==> src/csrs_pkg.sv <==
// Constants, field layouts and types for the clock start-up reset sequencer.
// Assumes one reference clock; oscillator edges arrive as sampled pins.
package csrs_pkg;

    // Register byte offsets
    localparam logic [3:0] CSRS_OFS_CONFIG = 4'h0;
    localparam logic [3:0] CSRS_OFS_CONTROL = 4'h4;
    localparam logic [3:0] CSRS_OFS_STATUS = 4'h8;

    // Config register layout and value after reset
    localparam int CSRS_CFG_SRC_POS = 0;
    localparam int CSRS_CFG_SUT_POS = 4;
    localparam int CSRS_CFG_DIV_POS = 6;
    localparam logic [6:0] CSRS_CFG_RESET = 7'h22;

    // Control and status layout
    localparam int CSRS_CTL_SLEEP_POS = 0;
    localparam int CSRS_ST_STATE_POS = 0;
    localparam int CSRS_ST_RST_POS = 3;
    localparam int CSRS_ST_RANGE_POS = 4;
    localparam int CSRS_ST_TOUT_POS = 7;
    localparam int CSRS_ST_OSC_POS = 9;
    localparam int CSRS_ST_DIV_POS = 12;

    // Cycle counts of the watchdog and selected oscillators
    localparam int CSRS_TOUT_SHORT_CYC = 4096;
    localparam int CSRS_TOUT_LONG_CYC = 8192;
    localparam int CSRS_OSC_EXT_CYC = 6;
    localparam int CSRS_OSC_258_CYC = 258;
    localparam int CSRS_OSC_1K_CYC = 1024;
    localparam int CSRS_OSC_16K_CYC = 16384;
    localparam int CSRS_OSC_32K_CYC = 32768;
    localparam int CSRS_OSC_RST_EXTRA_CYC = 14;
    localparam int CSRS_DIV_LAST = 7;

    localparam logic [1:0] CSRS_RESP_OKAY = 2'h0;
    localparam logic [1:0] CSRS_RESP_SLVERR = 2'h2;

    typedef enum logic [2:0] {
        ST_HOLD = 3'h0,
        ST_TOUT = 3'h1,
        ST_OSC = 3'h2,
        ST_RUN = 3'h3,
        ST_SLEEP = 3'h4,
        ST_WAKE = 3'h5
    } csrs_state_type;

    typedef enum logic [1:0] {
        TO_NONE = 2'h0,
        TO_SHORT = 2'h1,
        TO_LONG = 2'h2
    } csrs_tout_type;

    typedef enum logic [2:0] {
        OC_6 = 3'h0,
        OC_258 = 3'h1,
        OC_1K = 3'h2,
        OC_16K = 3'h3,
        OC_32K = 3'h4
    } csrs_oscnt_type;

    // Raw fuse bits: a one is unprogrammed, a zero programmed
    typedef struct packed {
        logic divide_by_eight_option;
        logic [1:0] startup_time_bits;
        logic [3:0] clock_source_select;
    } csrs_cfg_type;

    typedef struct packed {
        csrs_tout_type tout;
        csrs_oscnt_type oscnt;
        logic [2:0] clock_range_select;
    } csrs_dec_type;

    function automatic csrs_dec_type csrs_decode(input csrs_cfg_type c);
        logic [2:0] key;
        logic [2:0] hi;
        csrs_dec_type d;
        key = {c.clock_source_select[0], c.startup_time_bits};
        hi = c.clock_source_select[3:1];
        d.clock_range_select = c.clock_source_select[3] ? hi : 3'h0;
        if (c.clock_source_select[3] || hi == 3'h3) begin
            unique case (key)
                3'h0: d.oscnt = OC_258;
                3'h1: d.oscnt = OC_258;
                3'h2: d.oscnt = OC_1K;
                3'h3: d.oscnt = OC_1K;
                3'h4: d.oscnt = OC_1K;
                default: d.oscnt = OC_16K;
            endcase
            unique case (key)
                3'h0: d.tout = TO_SHORT;
                3'h1: d.tout = TO_LONG;
                3'h2: d.tout = TO_NONE;
                3'h3: d.tout = TO_SHORT;
                3'h4: d.tout = TO_LONG;
                3'h5: d.tout = TO_NONE;
                3'h6: d.tout = TO_SHORT;
                default: d.tout = TO_LONG;
            endcase
        end else begin
            // Low-frequency crystal uses the low bit; others start in 6 cycles
            if (hi == 3'h2) begin
                d.oscnt = c.clock_source_select[0] ? OC_32K : OC_1K;
            end else begin
                d.oscnt = OC_6;
            end
            // Reserved code 11 falls back to the longest delay
            unique case (c.startup_time_bits)
                2'h0: d.tout = TO_NONE;
                2'h1: d.tout = TO_SHORT;
                default: d.tout = TO_LONG;
            endcase
        end
        return d;
    endfunction : csrs_decode

endpackage : csrs_pkg

==> src/csrs_pin_sync.sv <==
// Two-stage synchroniser with rising-edge detect for a group of pins.
// Assumes each pin stays high and low for at least two reference cycles.
`timescale 1ns/1ns
module csrs_pin_sync #(
    parameter int N = 3
) (
    input wire logic clk,
    input wire logic rst,
    input wire logic [N-1:0] pin,
    output logic [N-1:0] level,
    output logic [N-1:0] rise
);
    typedef struct packed {
        logic [N-1:0] meta;
        logic [N-1:0] sync;
        logic [N-1:0] last;
    } csrs_sync_type;

    csrs_sync_type s_r;
    csrs_sync_type s_nxt;

    generate
        if (N < 1) begin : g_chk
            $error("csrs_pin_sync needs at least one pin");
        end
    endgenerate

    always_comb begin
        s_nxt.meta = pin;
        s_nxt.sync = s_r.meta;
        s_nxt.last = s_r.sync;
    end

    always_ff @(posedge clk) begin
        if (rst) begin
            s_r <= '0;
        end else begin
            s_r <= s_nxt;
        end
    end

    assign level = s_r.sync;
    assign rise = s_r.sync & ~s_r.last;

endmodule : csrs_pin_sync

==> src/csrs_tick_counter.sv <==
// Counts qualified ticks up to a limit and flags completion.
// Assumes the limit stays stable while counting; clear restarts from zero.
`timescale 1ns/1ns
module csrs_tick_counter #(
    parameter int W = 16
) (
    input wire logic clk,
    input wire logic rst,
    input wire logic clear,
    input wire logic tick,
    input wire logic [W-1:0] limit,
    output logic done
);
    typedef struct packed {
        logic [W-1:0] count;
        logic done;
    } csrs_cnt_type;

    csrs_cnt_type s_r;
    csrs_cnt_type s_nxt;

    generate
        if (W < 2) begin : g_chk
            $error("csrs_tick_counter width too small");
        end
    endgenerate

    always_comb begin
        s_nxt = s_r;
        if (clear) begin
            s_nxt.count = '0;
        end else if (tick && !s_r.done) begin
            s_nxt.count = s_r.count + 1'b1;
        end
        // A zero limit completes at once
        s_nxt.done = (s_nxt.count >= limit);
    end

    always_ff @(posedge clk) begin
        if (rst) begin
            s_r <= '0;
        end else begin
            s_r <= s_nxt;
        end
    end

    assign done = s_r.done;

endmodule : csrs_tick_counter

==> src/csrs_sequencer.sv <==
// Clock start-up reset sequencer with an AXI4-Lite register slave.
// Assumes oscillators and reset sources arrive as asynchronous pins
// and toggle well below a quarter of the reference clock rate.
// Overview of operation
// - After reset the configuration is RC oscillator, start-up 10, divide-by-8 on.
// - Internal reset stays asserted a time-out after all reset sources release.
// - Time-out counts watchdog oscillator cycles, length picked by source and start-up fields.
// - Time-out lengths are 0, 4096 or 8192 watchdog cycles only.
// - Oscillator edge counter holds reset for the configured count, then releases.
// - Oscillator count ranges from 6 cycles (external) to 32K (low frequency crystal).
// - Start-up from reset runs the time-out, then the oscillator count.
// - Wake from sleep skips the time-out and runs only the oscillator count.
// - Low-power crystal range mode comes from the upper three source-select bits.
// - Codes 0/00 and 0/01: 258 cycles, plus 14 and short or long time-out.
// - Codes 0/10, 0/11, 1/00: 1K cycles, plus 14 and none, short, long.
// - Codes 1/01, 1/10, 1/11: 16K cycles, plus 14 and none, short, long.
// - Time-out may be off when the brownout detector guards supply.
// - With divide-by-eight programmed the system clock is oscillator divided by 8.
// - The time-out is a fixed count and never senses supply voltage.
// - Source-select codes 1111 to 1000 pick the low-power crystal oscillator.
// - A configuration bit at one is unprogrammed, at zero programmed.
`timescale 1ns/1ns
module csrs_sequencer #(
    parameter int ADDR_W = 4,
    parameter int CNT_W = 16,
    parameter int TOUT_SHORT_CYC = csrs_pkg::CSRS_TOUT_SHORT_CYC,
    parameter int TOUT_LONG_CYC = csrs_pkg::CSRS_TOUT_LONG_CYC,
    parameter int OSC_16K_CYC = csrs_pkg::CSRS_OSC_16K_CYC,
    parameter int OSC_32K_CYC = csrs_pkg::CSRS_OSC_32K_CYC
) (
    input wire logic REF_CLK,
    input wire logic SYS_RST,
    input wire logic [3:0] RST_SRC,
    input wire logic WDT_OSC,
    input wire logic SEL_OSC,
    input wire logic WAKE_REQ,
    input wire logic [ADDR_W-1:0] AWADDR,
    input wire logic AWVALID,
    output logic AWREADY,
    input wire logic [31:0] WDATA,
    input wire logic [3:0] WSTRB,
    input wire logic WVALID,
    output logic WREADY,
    output logic [1:0] BRESP,
    output logic BVALID,
    input wire logic BREADY,
    input wire logic [ADDR_W-1:0] ARADDR,
    input wire logic ARVALID,
    output logic ARREADY,
    output logic [31:0] RDATA,
    output logic [1:0] RRESP,
    output logic RVALID,
    input wire logic RREADY,
    output logic INT_RESET,
    output logic SYS_CLK_STB,
    output logic CLK_HALT
);
    typedef struct packed {
        csrs_pkg::csrs_state_type state;
        csrs_pkg::csrs_cfg_type cfg_pend;
        csrs_pkg::csrs_cfg_type cfg_act;
        csrs_pkg::csrs_dec_type dec;
        logic [2:0] div;
        logic int_reset;
        logic clk_stb;
        logic clk_halt;
        logic sleep_req;
        logic aw_ok;
        logic [ADDR_W-1:0] aw_addr;
        logic w_ok;
        logic [31:0] w_data;
        logic [3:0] w_strb;
        logic awready;
        logic wready;
        logic bvalid;
        logic [1:0] bresp;
        logic arready;
        logic rvalid;
        logic [31:0] rdata;
        logic [1:0] rresp;
    } csrs_top_type;

    csrs_top_type s_r;
    csrs_top_type s_nxt;
    logic [2:0] pin_level;
    logic [2:0] pin_rise;
    logic [3:0] src_sync;
    logic any_src;
    logic tout_clear;
    logic osc_clear;
    logic tout_done;
    logic osc_done;
    logic [CNT_W-1:0] tout_limit;
    logic [CNT_W-1:0] osc_limit;

    generate
        if (ADDR_W < 4 || CNT_W < 16 || OSC_32K_CYC + 14 >= (1 << CNT_W)
                || TOUT_LONG_CYC >= (1 << CNT_W)) begin : g_chk
            $error("csrs_sequencer parameters out of range");
        end
    endgenerate

    // Oscillator counts, with the extra from-reset cycles added on request
    function automatic logic [CNT_W-1:0] osc_count(input csrs_pkg::csrs_oscnt_type o,
                                                  input logic from_reset);
        int n;
        unique case (o)
            csrs_pkg::OC_6: n = csrs_pkg::CSRS_OSC_EXT_CYC;
            csrs_pkg::OC_258: n = csrs_pkg::CSRS_OSC_258_CYC;
            csrs_pkg::OC_1K: n = csrs_pkg::CSRS_OSC_1K_CYC;
            csrs_pkg::OC_16K: n = OSC_16K_CYC;
            default: n = OSC_32K_CYC;
        endcase
        if (from_reset) begin
            n = n + csrs_pkg::CSRS_OSC_RST_EXTRA_CYC;
        end
        return n[CNT_W-1:0];
    endfunction : osc_count

    function automatic logic [31:0] read_word(input logic [ADDR_W-1:0] a,
                                              input csrs_top_type s);
        logic [31:0] v;
        v = 32'h0;
        if (a == csrs_pkg::CSRS_OFS_CONFIG) begin
            v[6:0] = s.cfg_pend;
        end else if (a == csrs_pkg::CSRS_OFS_STATUS) begin
            v[csrs_pkg::CSRS_ST_STATE_POS +: 3] = s.state;
            v[csrs_pkg::CSRS_ST_RST_POS] = s.int_reset;
            v[csrs_pkg::CSRS_ST_RANGE_POS +: 3] = s.dec.clock_range_select;
            v[csrs_pkg::CSRS_ST_TOUT_POS +: 2] = s.dec.tout;
            v[csrs_pkg::CSRS_ST_OSC_POS +: 3] = s.dec.oscnt;
            v[csrs_pkg::CSRS_ST_DIV_POS] = ~s.cfg_act.divide_by_eight_option;
        end
        return v;
    endfunction : read_word

    function automatic logic addr_ok(input logic [ADDR_W-1:0] a);
        return a == csrs_pkg::CSRS_OFS_CONFIG || a == csrs_pkg::CSRS_OFS_CONTROL
            || a == csrs_pkg::CSRS_OFS_STATUS;
    endfunction : addr_ok

    // Reset sources, watchdog oscillator, selected oscillator, wake
    csrs_pin_sync #(.N(4)) u_src_sync (
        .clk(REF_CLK),
        .rst(SYS_RST),
        .pin(RST_SRC),
        .level(src_sync),
        .rise()
    );

    csrs_pin_sync #(.N(3)) u_osc_sync (
        .clk(REF_CLK),
        .rst(SYS_RST),
        .pin({WAKE_REQ, SEL_OSC, WDT_OSC}),
        .level(pin_level),
        .rise(pin_rise)
    );

    assign any_src = |src_sync;

    // Watchdog-cycle time-out; pure count, no supply sensing
    csrs_tick_counter #(.W(CNT_W)) u_tout (
        .clk(REF_CLK),
        .rst(SYS_RST),
        .clear(tout_clear),
        .tick(pin_rise[0]),
        .limit(tout_limit),
        .done(tout_done)
    );

    csrs_tick_counter #(.W(CNT_W)) u_osc (
        .clk(REF_CLK),
        .rst(SYS_RST),
        .clear(osc_clear),
        .tick(pin_rise[1]),
        .limit(osc_limit),
        .done(osc_done)
    );

    always_comb begin
        unique case (s_r.dec.tout)
            csrs_pkg::TO_SHORT: tout_limit = CNT_W'(TOUT_SHORT_CYC);
            csrs_pkg::TO_LONG: tout_limit = CNT_W'(TOUT_LONG_CYC);
            default: tout_limit = '0;
        endcase
        osc_limit = osc_count(s_r.dec.oscnt, s_r.state != csrs_pkg::ST_WAKE);
        tout_clear = s_r.state != csrs_pkg::ST_TOUT;
        osc_clear = s_r.state != csrs_pkg::ST_OSC && s_r.state != csrs_pkg::ST_WAKE;
    end

    always_comb begin
        s_nxt = s_r;
        s_nxt.sleep_req = 1'b0;
        s_nxt.clk_stb = 1'b0;

        // Write address and data taken in either order
        if (AWVALID && s_r.awready) begin
            s_nxt.aw_ok = 1'b1;
            s_nxt.aw_addr = AWADDR;
        end
        if (WVALID && s_r.wready) begin
            s_nxt.w_ok = 1'b1;
            s_nxt.w_data = WDATA;
            s_nxt.w_strb = WSTRB;
        end
        if (BVALID && BREADY) begin
            s_nxt.bvalid = 1'b0;
        end
        if (s_r.aw_ok && s_r.w_ok && !s_r.bvalid) begin
            s_nxt.aw_ok = 1'b0;
            s_nxt.w_ok = 1'b0;
            s_nxt.bvalid = 1'b1;
            s_nxt.bresp = csrs_pkg::CSRS_RESP_OKAY;
            if (!addr_ok(s_r.aw_addr)) begin
                s_nxt.bresp = csrs_pkg::CSRS_RESP_SLVERR;
            end else if (s_r.w_strb[0]) begin
                if (s_r.aw_addr == csrs_pkg::CSRS_OFS_CONFIG) begin
                    s_nxt.cfg_pend = s_r.w_data[6:0];
                end else if (s_r.aw_addr == csrs_pkg::CSRS_OFS_CONTROL) begin
                    s_nxt.sleep_req = s_r.w_data[csrs_pkg::CSRS_CTL_SLEEP_POS];
                end
            end
        end
        s_nxt.awready = !s_nxt.aw_ok && !s_nxt.bvalid;
        s_nxt.wready = !s_nxt.w_ok && !s_nxt.bvalid;

        if (RVALID && RREADY) begin
            s_nxt.rvalid = 1'b0;
        end
        if (ARVALID && s_r.arready) begin
            s_nxt.rvalid = 1'b1;
            s_nxt.rdata = read_word(ARADDR, s_r);
            s_nxt.rresp = addr_ok(ARADDR) ? csrs_pkg::CSRS_RESP_OKAY
                                          : csrs_pkg::CSRS_RESP_SLVERR;
        end
        s_nxt.arready = !s_nxt.rvalid;

        // Start-up sequence
        unique case (s_r.state)
            csrs_pkg::ST_HOLD: begin
                // Fuses latched here so a later write cannot disturb a sequence
                s_nxt.cfg_act = s_r.cfg_pend;
                s_nxt.dec = csrs_pkg::csrs_decode(s_r.cfg_pend);
                if (!any_src) begin
                    s_nxt.state = csrs_pkg::ST_TOUT;
                end
            end
            csrs_pkg::ST_TOUT: begin
                if (tout_done) begin
                    s_nxt.state = csrs_pkg::ST_OSC;
                end
            end
            csrs_pkg::ST_OSC: begin
                if (osc_done) begin
                    s_nxt.state = csrs_pkg::ST_RUN;
                end
            end
            csrs_pkg::ST_RUN: begin
                if (s_r.sleep_req) begin
                    s_nxt.state = csrs_pkg::ST_SLEEP;
                end
            end
            csrs_pkg::ST_SLEEP: begin
                if (pin_level[2]) begin
                    s_nxt.state = csrs_pkg::ST_WAKE;
                end
            end
            csrs_pkg::ST_WAKE: begin
                if (osc_done) begin
                    s_nxt.state = csrs_pkg::ST_RUN;
                end
            end
            default: begin
                s_nxt.state = csrs_pkg::ST_HOLD;
            end
        endcase
        if (any_src) begin
            s_nxt.state = csrs_pkg::ST_HOLD;
        end

        // System clock strobe, divided by 8 when programmed
        if (s_nxt.state == csrs_pkg::ST_RUN && pin_rise[1]) begin
            s_nxt.div = s_r.div + 3'h1;
            s_nxt.clk_stb = s_r.cfg_act.divide_by_eight_option
                || s_r.div == 3'(csrs_pkg::CSRS_DIV_LAST);
        end
        if (s_nxt.state != csrs_pkg::ST_RUN) begin
            s_nxt.div = 3'h0;
        end
        s_nxt.int_reset = s_nxt.state == csrs_pkg::ST_HOLD
            || s_nxt.state == csrs_pkg::ST_TOUT || s_nxt.state == csrs_pkg::ST_OSC;
        s_nxt.clk_halt = s_nxt.state == csrs_pkg::ST_SLEEP
            || s_nxt.state == csrs_pkg::ST_WAKE;
    end

    always_ff @(posedge REF_CLK) begin
        if (SYS_RST) begin
            s_r <= '0;
            s_r.state <= csrs_pkg::ST_HOLD;
            s_r.cfg_pend <= csrs_pkg::CSRS_CFG_RESET;
            s_r.cfg_act <= csrs_pkg::CSRS_CFG_RESET;
            s_r.int_reset <= 1'b1;
            s_r.awready <= 1'b1;
            s_r.wready <= 1'b1;
            s_r.arready <= 1'b1;
        end else begin
            s_r <= s_nxt;
        end
    end

    assign AWREADY = s_r.awready;
    assign WREADY = s_r.wready;
    assign BVALID = s_r.bvalid;
    assign BRESP = s_r.bresp;
    assign ARREADY = s_r.arready;
    assign RVALID = s_r.rvalid;
    assign RDATA = s_r.rdata;
    assign RRESP = s_r.rresp;
    assign INT_RESET = s_r.int_reset;
    assign SYS_CLK_STB = s_r.clk_stb;
    assign CLK_HALT = s_r.clk_halt;

endmodule : csrs_sequencer

==> config.mk <==
export PLATFORM = sky130hd
export DESIGN_NAME = csrs_sequencer
export DESIGN_NICKNAME = d
export VERILOG_FILES = /design/src/csrs_pkg.sv /design/src/csrs_pin_sync.sv /design/src/csrs_tick_counter.sv /design/src/csrs_sequencer.sv
export SDC_FILE = /design/constraint.sdc
export NUM_CORES = 1
export LEC_CHECK = 0
export ABC_AREA = 1
export BUFFER_PORTS_ARGS = -buffer_cell sky130_fd_sc_hd__clkbuf_2
export CORE_MARGIN = 2
export CORE_UTILIZATION = 30
export CTS_BUF_LIST = sky130_fd_sc_hd__clkbuf_4 sky130_fd_sc_hd__clkbuf_8
export DETAILED_ROUTE_END_ITERATION = 12
export GPL_ROUTABILITY_DRIVEN = 0
export RECOVER_POWER = 25
export SYNTH_ARGS = -nofsm -noshare
export SYNTH_HDL_FRONTEND = slang
export SYNTH_SLANG_ARGS = --single-unit
==> constraint.sdc <==
create_clock -name REF_CLK -period 2.2 [get_ports REF_CLK]
set_input_delay 0 -clock REF_CLK [delete_from_list [all_inputs] [get_ports REF_CLK]]
set_output_delay 0 -clock REF_CLK [all_outputs]
set_load 0.005 [all_outputs]
; Word level (Yosys, flattened, before mapping)
; Index checks and enable logic that the tools add are counted.
[word_totals]
regBits = 140
inputBits = 58
[classes]
add_sub_neg = 4
n_lt_le_gt_ge = 2
eq_ne = 33
mux = 33
bitwise_logic = 8
n_reduce_logical = 46
[op_table]
columns = cell, n
row1 = 2-to-1 mux 16 bit, 5
row2 = one-hot mux 16 bit (4 select lines), 1
row3 = 2-to-1 mux 37 bit, 1
row4 = 2-to-1 mux 35 bit, 1
row5 = "adder 16 x 1 -> 16 bit, second input constant", 2
row6 = "equality test 3 x 2 -> 1 bit, second input constant", 10
row7 = one-hot mux 14 bit (2 select lines), 1
row8 = 2-to-1 mux 3 bit, 9
row9 = "equality test 3 bit, second input constant", 8
row10 = "adder 16 x 4 -> 16 bit, second input constant", 1
row11 = >= comparator 16 x 14 -> 1 bit, 1
row12 = >= comparator 16 bit, 1
row13 = one-hot mux 3 bit (5 select lines), 1
row14 = logical AND 1 bit, 13
row15 = 2-to-1 mux 13 bit, 1
row16 = "equality test 3 x 1 -> 1 bit, second input constant", 4
row17 = logical NOT 3 bit, 4
row18 = one-hot mux 2 bit (2 select lines), 3
row19 = 2-to-1 mux 5 bit, 2
row20 = OR reduction 2 bit, 5
row21 = logical OR 1 bit, 9
row22 = "equality test 4 x 3 -> 1 bit, second input constant", 2
row23 = "equality test 4 bit, second input constant", 2
row24 = logical NOT 4 bit, 2
row25 = other kinds (19), 37

; Logic depth before layout (Yosys ltp)
[depth]
word_depth = 8
ltp_mapped = 20
depth_no_buf = 20

; Hierarchy
; Synthesis repeated with hierarchy kept, for this count alone.
[unflattened]
cells_unflattened = 906
area_unflattened_um2 = 6407.4
[modules_own_cells]
columns = mod, instances, cells_each, area_per_inst_um2
row1 = csrs_sequencer, 1, 377, 2841.5
row2 = csrs_tick_counter (u_osc), 1, 225, 1455.1
row3 = csrs_tick_counter (u_tout), 1, 225, 1431.4
row4 = csrs_pin_sync (u_src_sync), 1, 45, 386.6
row5 = csrs_pin_sync (u_osc_sync), 1, 34, 292.8

; Worst setup path before layout
; No wires, ideal clock.
[synth_timing]
path_kind = reg2reg
startpoint = register s_r[112] in the netlist's numbering
endpoint = register u_osc.s_r, in the netlist u_osc.done
setup_time_ps = 128
t_arrival_ps = 2070
t_required_ps = 2072
setup_slack_ps = 2
path_stages_with_launch = 18
path_buffers = 2
synth_period_minus_slack_ps = 2198
path_cell_list = dfxtp_1 -> nand3_4 -> nand2_4 -> buf_6 -> inv_1 -> buf_2 -> nor3_1 -> ha_1 -> nand2_1 -> nor2_1 -> nor2_1 -> nand3_1 -> nand2_1 -> nand2_1 -> nand2_1 -> nand2_1 -> nor2_1 -> nor2_1
[synth_rtl]
columns = item, line
row1 = "start, declared", csrs_sequencer.sv:83  ; csrs_top_type s_r;
row2 = "start signal, assigned", csrs_sequencer.sv:307  ; s_r <= s_nxt;
row3 = "end signal, assigned", csrs_tick_counter.sv:43  ; s_r <= s_nxt;
row4 = "end, declared", csrs_tick_counter.sv:19  ; csrs_cnt_type s_r;

==> results.md <==
| Parameter | Reported | Unit |
|---|---|---|
| Remaining global-route overflow | 0 | - |
| Max-capacitance violation count | 0 | - |
| Result of the run | finished, violations left | - |
| Share of flip-flops with an asynchronous set or reset after synthesis | 0 | % |
| Maximum resistive drop on vdd | 0.000337 | V |
| Vias in the first global route | 4621 | - |
| Leakage power | 3.10 | nW |
| Dominant register cell in the synthesized netlist | sky130_fd_sc_hd__dfxtp_1 | - |
| Die footprint | 19300 | µm² |
| Type of destination of the critical path | register | - |
| Worst setup path class | register to register | - |
| Count of flip-flops with a built-in enable after synthesis | 0 | - |
| Length of the first detailed-routing pass in iterations | 4 | - |
| Endpoint arrival time on the critical path | 2.53 | ns |
| Die H | 139 | µm |
| Required arrival time at the worst endpoint | 2.52 | ns |
| Drc violations | 0 | - |
| Pin count of the biggest net entering global routing | 63 | - |
| Setup slack of the critical path after layout | -0.0131 | ns |
| Clock insertion delay at the later pin of the skew report | 0.40 | ns |
| Post-synthesis cell type count | 43 | - |
| Via count normalized by instance count | 4.37 | - |
| Utilization after layout | 37.7 | % |
| Slew headroom | 53.3 | % |
| Placed cell count | 1069 | - |
| Final hold viol count | 0 | - |
| Die extent in x | 139 | µm |
| Worst Hold Class | primary input to register | - |
| Highest attainable clock frequency | 452 | MHz |
| Area of the core | 18000 | µm² |
| Effective utilization at floorplan | 30.5 | % |
| Worst setup SP type | register | - |
| Buffers from clock root to sink, at most | 2 | - |
| Drt initial violations | 212 | - |
| Cell taking the most area after synthesis | sky130_fd_sc_hd__dfxtp_1 | - |
| Nets | 960 | - |
| Layout-stage area growth over the synthesis result | 23.8 | % |
| Antenna Violating Nets Remaining | 0 | - |
| Post-Syn Area | 5470 | µm² |
| Detailed-route wire length per cell | 11.1 | µm |
| Synthesized area per cell | 7.06 | µm² |
| Tightest hold margin | 0.0314 | ns |
| Ys Warns | 0 | - |
| Max H-tree Level | 3 | - |
| CTS tree | yes | - |
| Critical Path Fanout Max | 3 | - |
| Top cell type's share of synthesized area | 40.2 | % |
| Slew at the pin closest to its max-slew limit | 0.700 | ns |
| Final critical-path share of the clock period | 101 | % |
| Via count | 4894 | - |
| Top area cells in the synthesized netlist | sky130_fd_sc_hd__dfxtp_1 (40%), sky130_fd_sc_hd__nand2_1 (9.5%), sky130_fd_sc_hd__nor2_1 (8.5%) | - |
| Setup slack on the worst flop-to-flop path | -0.01 | ns |
| Post-layout min period | 2.21 | ns |
| Post-Route Skew | 0.0166 | ns |
| Fraction of the yosys area taken by sequential cells | 40.2 | % |
| Standard-cell rows | 49 | - |
| Number of setup violations in the final report | 1 | - |
| Slew Viols, Final | 0 | - |
| Top-level port count | 102 | - |
| Clk sink count | 110 | - |
| Half-perimeter wire length after detailed placement | 8820 | µm |
| Clk pin slew, worst setup/hold paths | 0.12 | ns |
| Clock tree root buffer cell | sky130_fd_sc_hd__clkbuf_8 | - |
| Setup repair after global routing missed its margin | true | - |
| Total power per unit cell area | 567 | nW/µm² |
| Count of placed standard cells in the final layout, fillers left out | 1121 | - |
| Inserted Clock Buffers | 9 | - |
| Number of inserted diodes | 0 | - |
| Fraction of final layout cells with drive strength greater than 1 | 21.4 | % |
| Setup TNS Final | -0.0131 | ns |
| Failing checks | setup timing | - |
| Post-Place Setup Slack | -0.0650 | ns |
| Count of buffers from port buffering | 52 | - |
| Total routed wirelength | 12400 | µm |
| Wire length of the first global-routing pass | 21100 | µm |
| Syn Inst Count | 775 | - |
| Seq cells post-synth | 110 | - |
| Number of antenna violations at the first check in global routing | 0 | - |
| Combined global-route utilization of all metal layers | 13.1 | % |
-- critical path, cell delays in order (launching register included) --
cell	delay (ns)
sky130_fd_sc_hd__dfxtp_1	0.33
sky130_fd_sc_hd__inv_1	0.07
sky130_fd_sc_hd__nor2_2	0.12
sky130_fd_sc_hd__nand2_2	0.06
sky130_fd_sc_hd__nor2_2	0.11
sky130_fd_sc_hd__nand3_2	0.09
sky130_fd_sc_hd__nor2_2	0.13
sky130_fd_sc_hd__nand2_1	0.09
sky130_fd_sc_hd__nor3_2	0.15
sky130_fd_sc_hd__nor3_1	0.08
sky130_fd_sc_hd__ha_1	0.30
sky130_fd_sc_hd__nand2_1	0.06
sky130_fd_sc_hd__nand3b_1	0.14
sky130_fd_sc_hd__nor2_1	0.09
sky130_fd_sc_hd__nand2_1	0.07
sky130_fd_sc_hd__nor3_2	0.09
sky130_fd_sc_hd__nand2_1	0.06
sky130_fd_sc_hd__a21oi_1	0.11
-- per-layer routing --
| metal | vias up | GRT usage (%) | share of wire, % |
|---|---|---|---|
| met1 | 2163 | 16.7 | 47 |
| li1 | 2641 | - | - |
| met4 | 0 | 5.21 | 1.2 |
| met5 | - | 0 | 0 |
| met2 | 81 | 22.2 | 47 |
| met3 | 9 | 2.14 | 4.0 |
-- cells in the final DEF (no fill, tap or decap), types with 4 or more instances in the layout --
master	count
sky130_fd_sc_hd__conb_1	21
sky130_fd_sc_hd__nand2_2	8
sky130_fd_sc_hd__clkbuf_8	9
sky130_fd_sc_hd__o21ai_0	46
sky130_fd_sc_hd__ha_1	13
sky130_fd_sc_hd__nor2_4	6
sky130_fd_sc_hd__nor4_1	5
sky130_fd_sc_hd__nand3_2	6
sky130_fd_sc_hd__nand2_1	131
sky130_fd_sc_hd__dfxtp_2	7
sky130_fd_sc_hd__nor3_1	17
sky130_fd_sc_hd__nor2_2	9
sky130_fd_sc_hd__clkbuf_1	7
sky130_fd_sc_hd__inv_2	7
sky130_fd_sc_hd__dlygate4sd3_1	24
sky130_fd_sc_hd__a21oi_1	39
sky130_fd_sc_hd__nor2_1	116
sky130_fd_sc_hd__o221ai_1	7
sky130_fd_sc_hd__buf_4	60
sky130_fd_sc_hd__dfxtp_1	102
sky130_fd_sc_hd__nand2_4	4
sky130_fd_sc_hd__nand3_1	38
sky130_fd_sc_hd__nand4_1	9
sky130_fd_sc_hd__nor3_2	6
sky130_fd_sc_hd__inv_1	106
sky130_fd_sc_hd__clkbuf_2	45
-- state kept, by name, indices dropped and copies added, names as in the netlist, 2 cells and up --
| name | count |
|---|---|
| u_osc.s_r | 16 |
| u_osc_sync.s_nxt | 3 |
| RDATA | 13 |
| u_tout.s_r | 16 |
| u_src_sync.level | 4 |
| u_src_sync.s_nxt | 4 |
| s_r | 37 |
| u_osc_sync.level | 3 |
| u_osc_sync.s_r | 2 |
-- power by group --
group	internal [W]	total, W	switching (W)
Combinational	0.000204	0.000483	0.000279
Sequential	0.00207	0.00212	0.0000497
Clock	0.000456	0.00123	0.000778
Total	0.00273	0.00384	0.00111
-- path summary, 6_finish.rpt --
kind | endpoint | cells past startpoint | start
setup / recovery | u_tout.done | 17 | u_osc_sync.level[0]
setup reg to reg | u_tout.done | 17 | u_osc_sync.level[0]
hold reg to reg | u_src_sync.level[3] | 2 | u_src_sync.s_nxt[7]
hold / removal | s_r[80] | 4 | AWVALID
-- per-stage QoR --
stage          area, µm²  power [W]
2_1_floorplan       5550    0.00251
3_3_place_gp        6100    0.00261
3_5_place_dp        6100    0.00261
4_1_cts             6690    0.00390
5_1_grt             6780    0.00404
6_report            6780    0.00384
-- Yosys cell counts, types with 3 or more instances --
cell type,n
sky130_fd_sc_hd__nand3_2,3
sky130_fd_sc_hd__clkbuf_1,14
sky130_fd_sc_hd__ha_1,15
sky130_fd_sc_hd__a21oi_1,39
sky130_fd_sc_hd__o221ai_1,8
sky130_fd_sc_hd__a31oi_1,3
sky130_fd_sc_hd__nor2_4,3
sky130_fd_sc_hd__inv_1,110
sky130_fd_sc_hd__o21ai_0,47
sky130_fd_sc_hd__nor2_1,124
sky130_fd_sc_hd__o211ai_1,3
sky130_fd_sc_hd__nand2_1,138
sky130_fd_sc_hd__nand3_1,42
sky130_fd_sc_hd__nor2_2,4
sky130_fd_sc_hd__nand2_2,3
sky130_fd_sc_hd__or2_2,3
sky130_fd_sc_hd__inv_2,3
sky130_fd_sc_hd__nor4_1,5
sky130_fd_sc_hd__dfxtp_1,110
sky130_fd_sc_hd__buf_4,36
sky130_fd_sc_hd__clkinv_1,3
sky130_fd_sc_hd__nor3_1,21
sky130_fd_sc_hd__nand4_1,9
-- area by class of cell --
| type | count | area [µm²] |
|---|---|---|
| tap | 229 | 287 |
| sequential | 110 | 2210 |
| fill | 1873 | 11200 |
| multi-input combinational | 514 | 2700 |
| inverter | 116 | 438 |
| timing repair buffer | 136 | 942 |
| clock buffer | 10 | 131 |
| clock inverter | 6 | 61.3 |
-- kinds of logic (layout without fill, tap and decap cells) --
kind of cell               after synthesis  count (layout)  synth area share [%]
and+or+nand+nor                        367             367                  30.0
DFF                                    110             110                  40.2
AOI/OAI and AO/OA                      107             107                  10.9
xor gates and xnor gates                 4               4                 0.777
buffers and inverters                  171             268                  14.5
adders and majority gates               15              15                  3.43
other                                    1              21                0.0685
-- timing repair --
action                                  4_1_cts  5_1_grt
endpoints found under the setup margin        2        2
hold buffers                                 24        0
pin swaps                                    16       14
buffers inserted                             10        2
hold endpoints to repair                     25        0
resized for setup                            27       25
(Power assumes the default switching activity.)
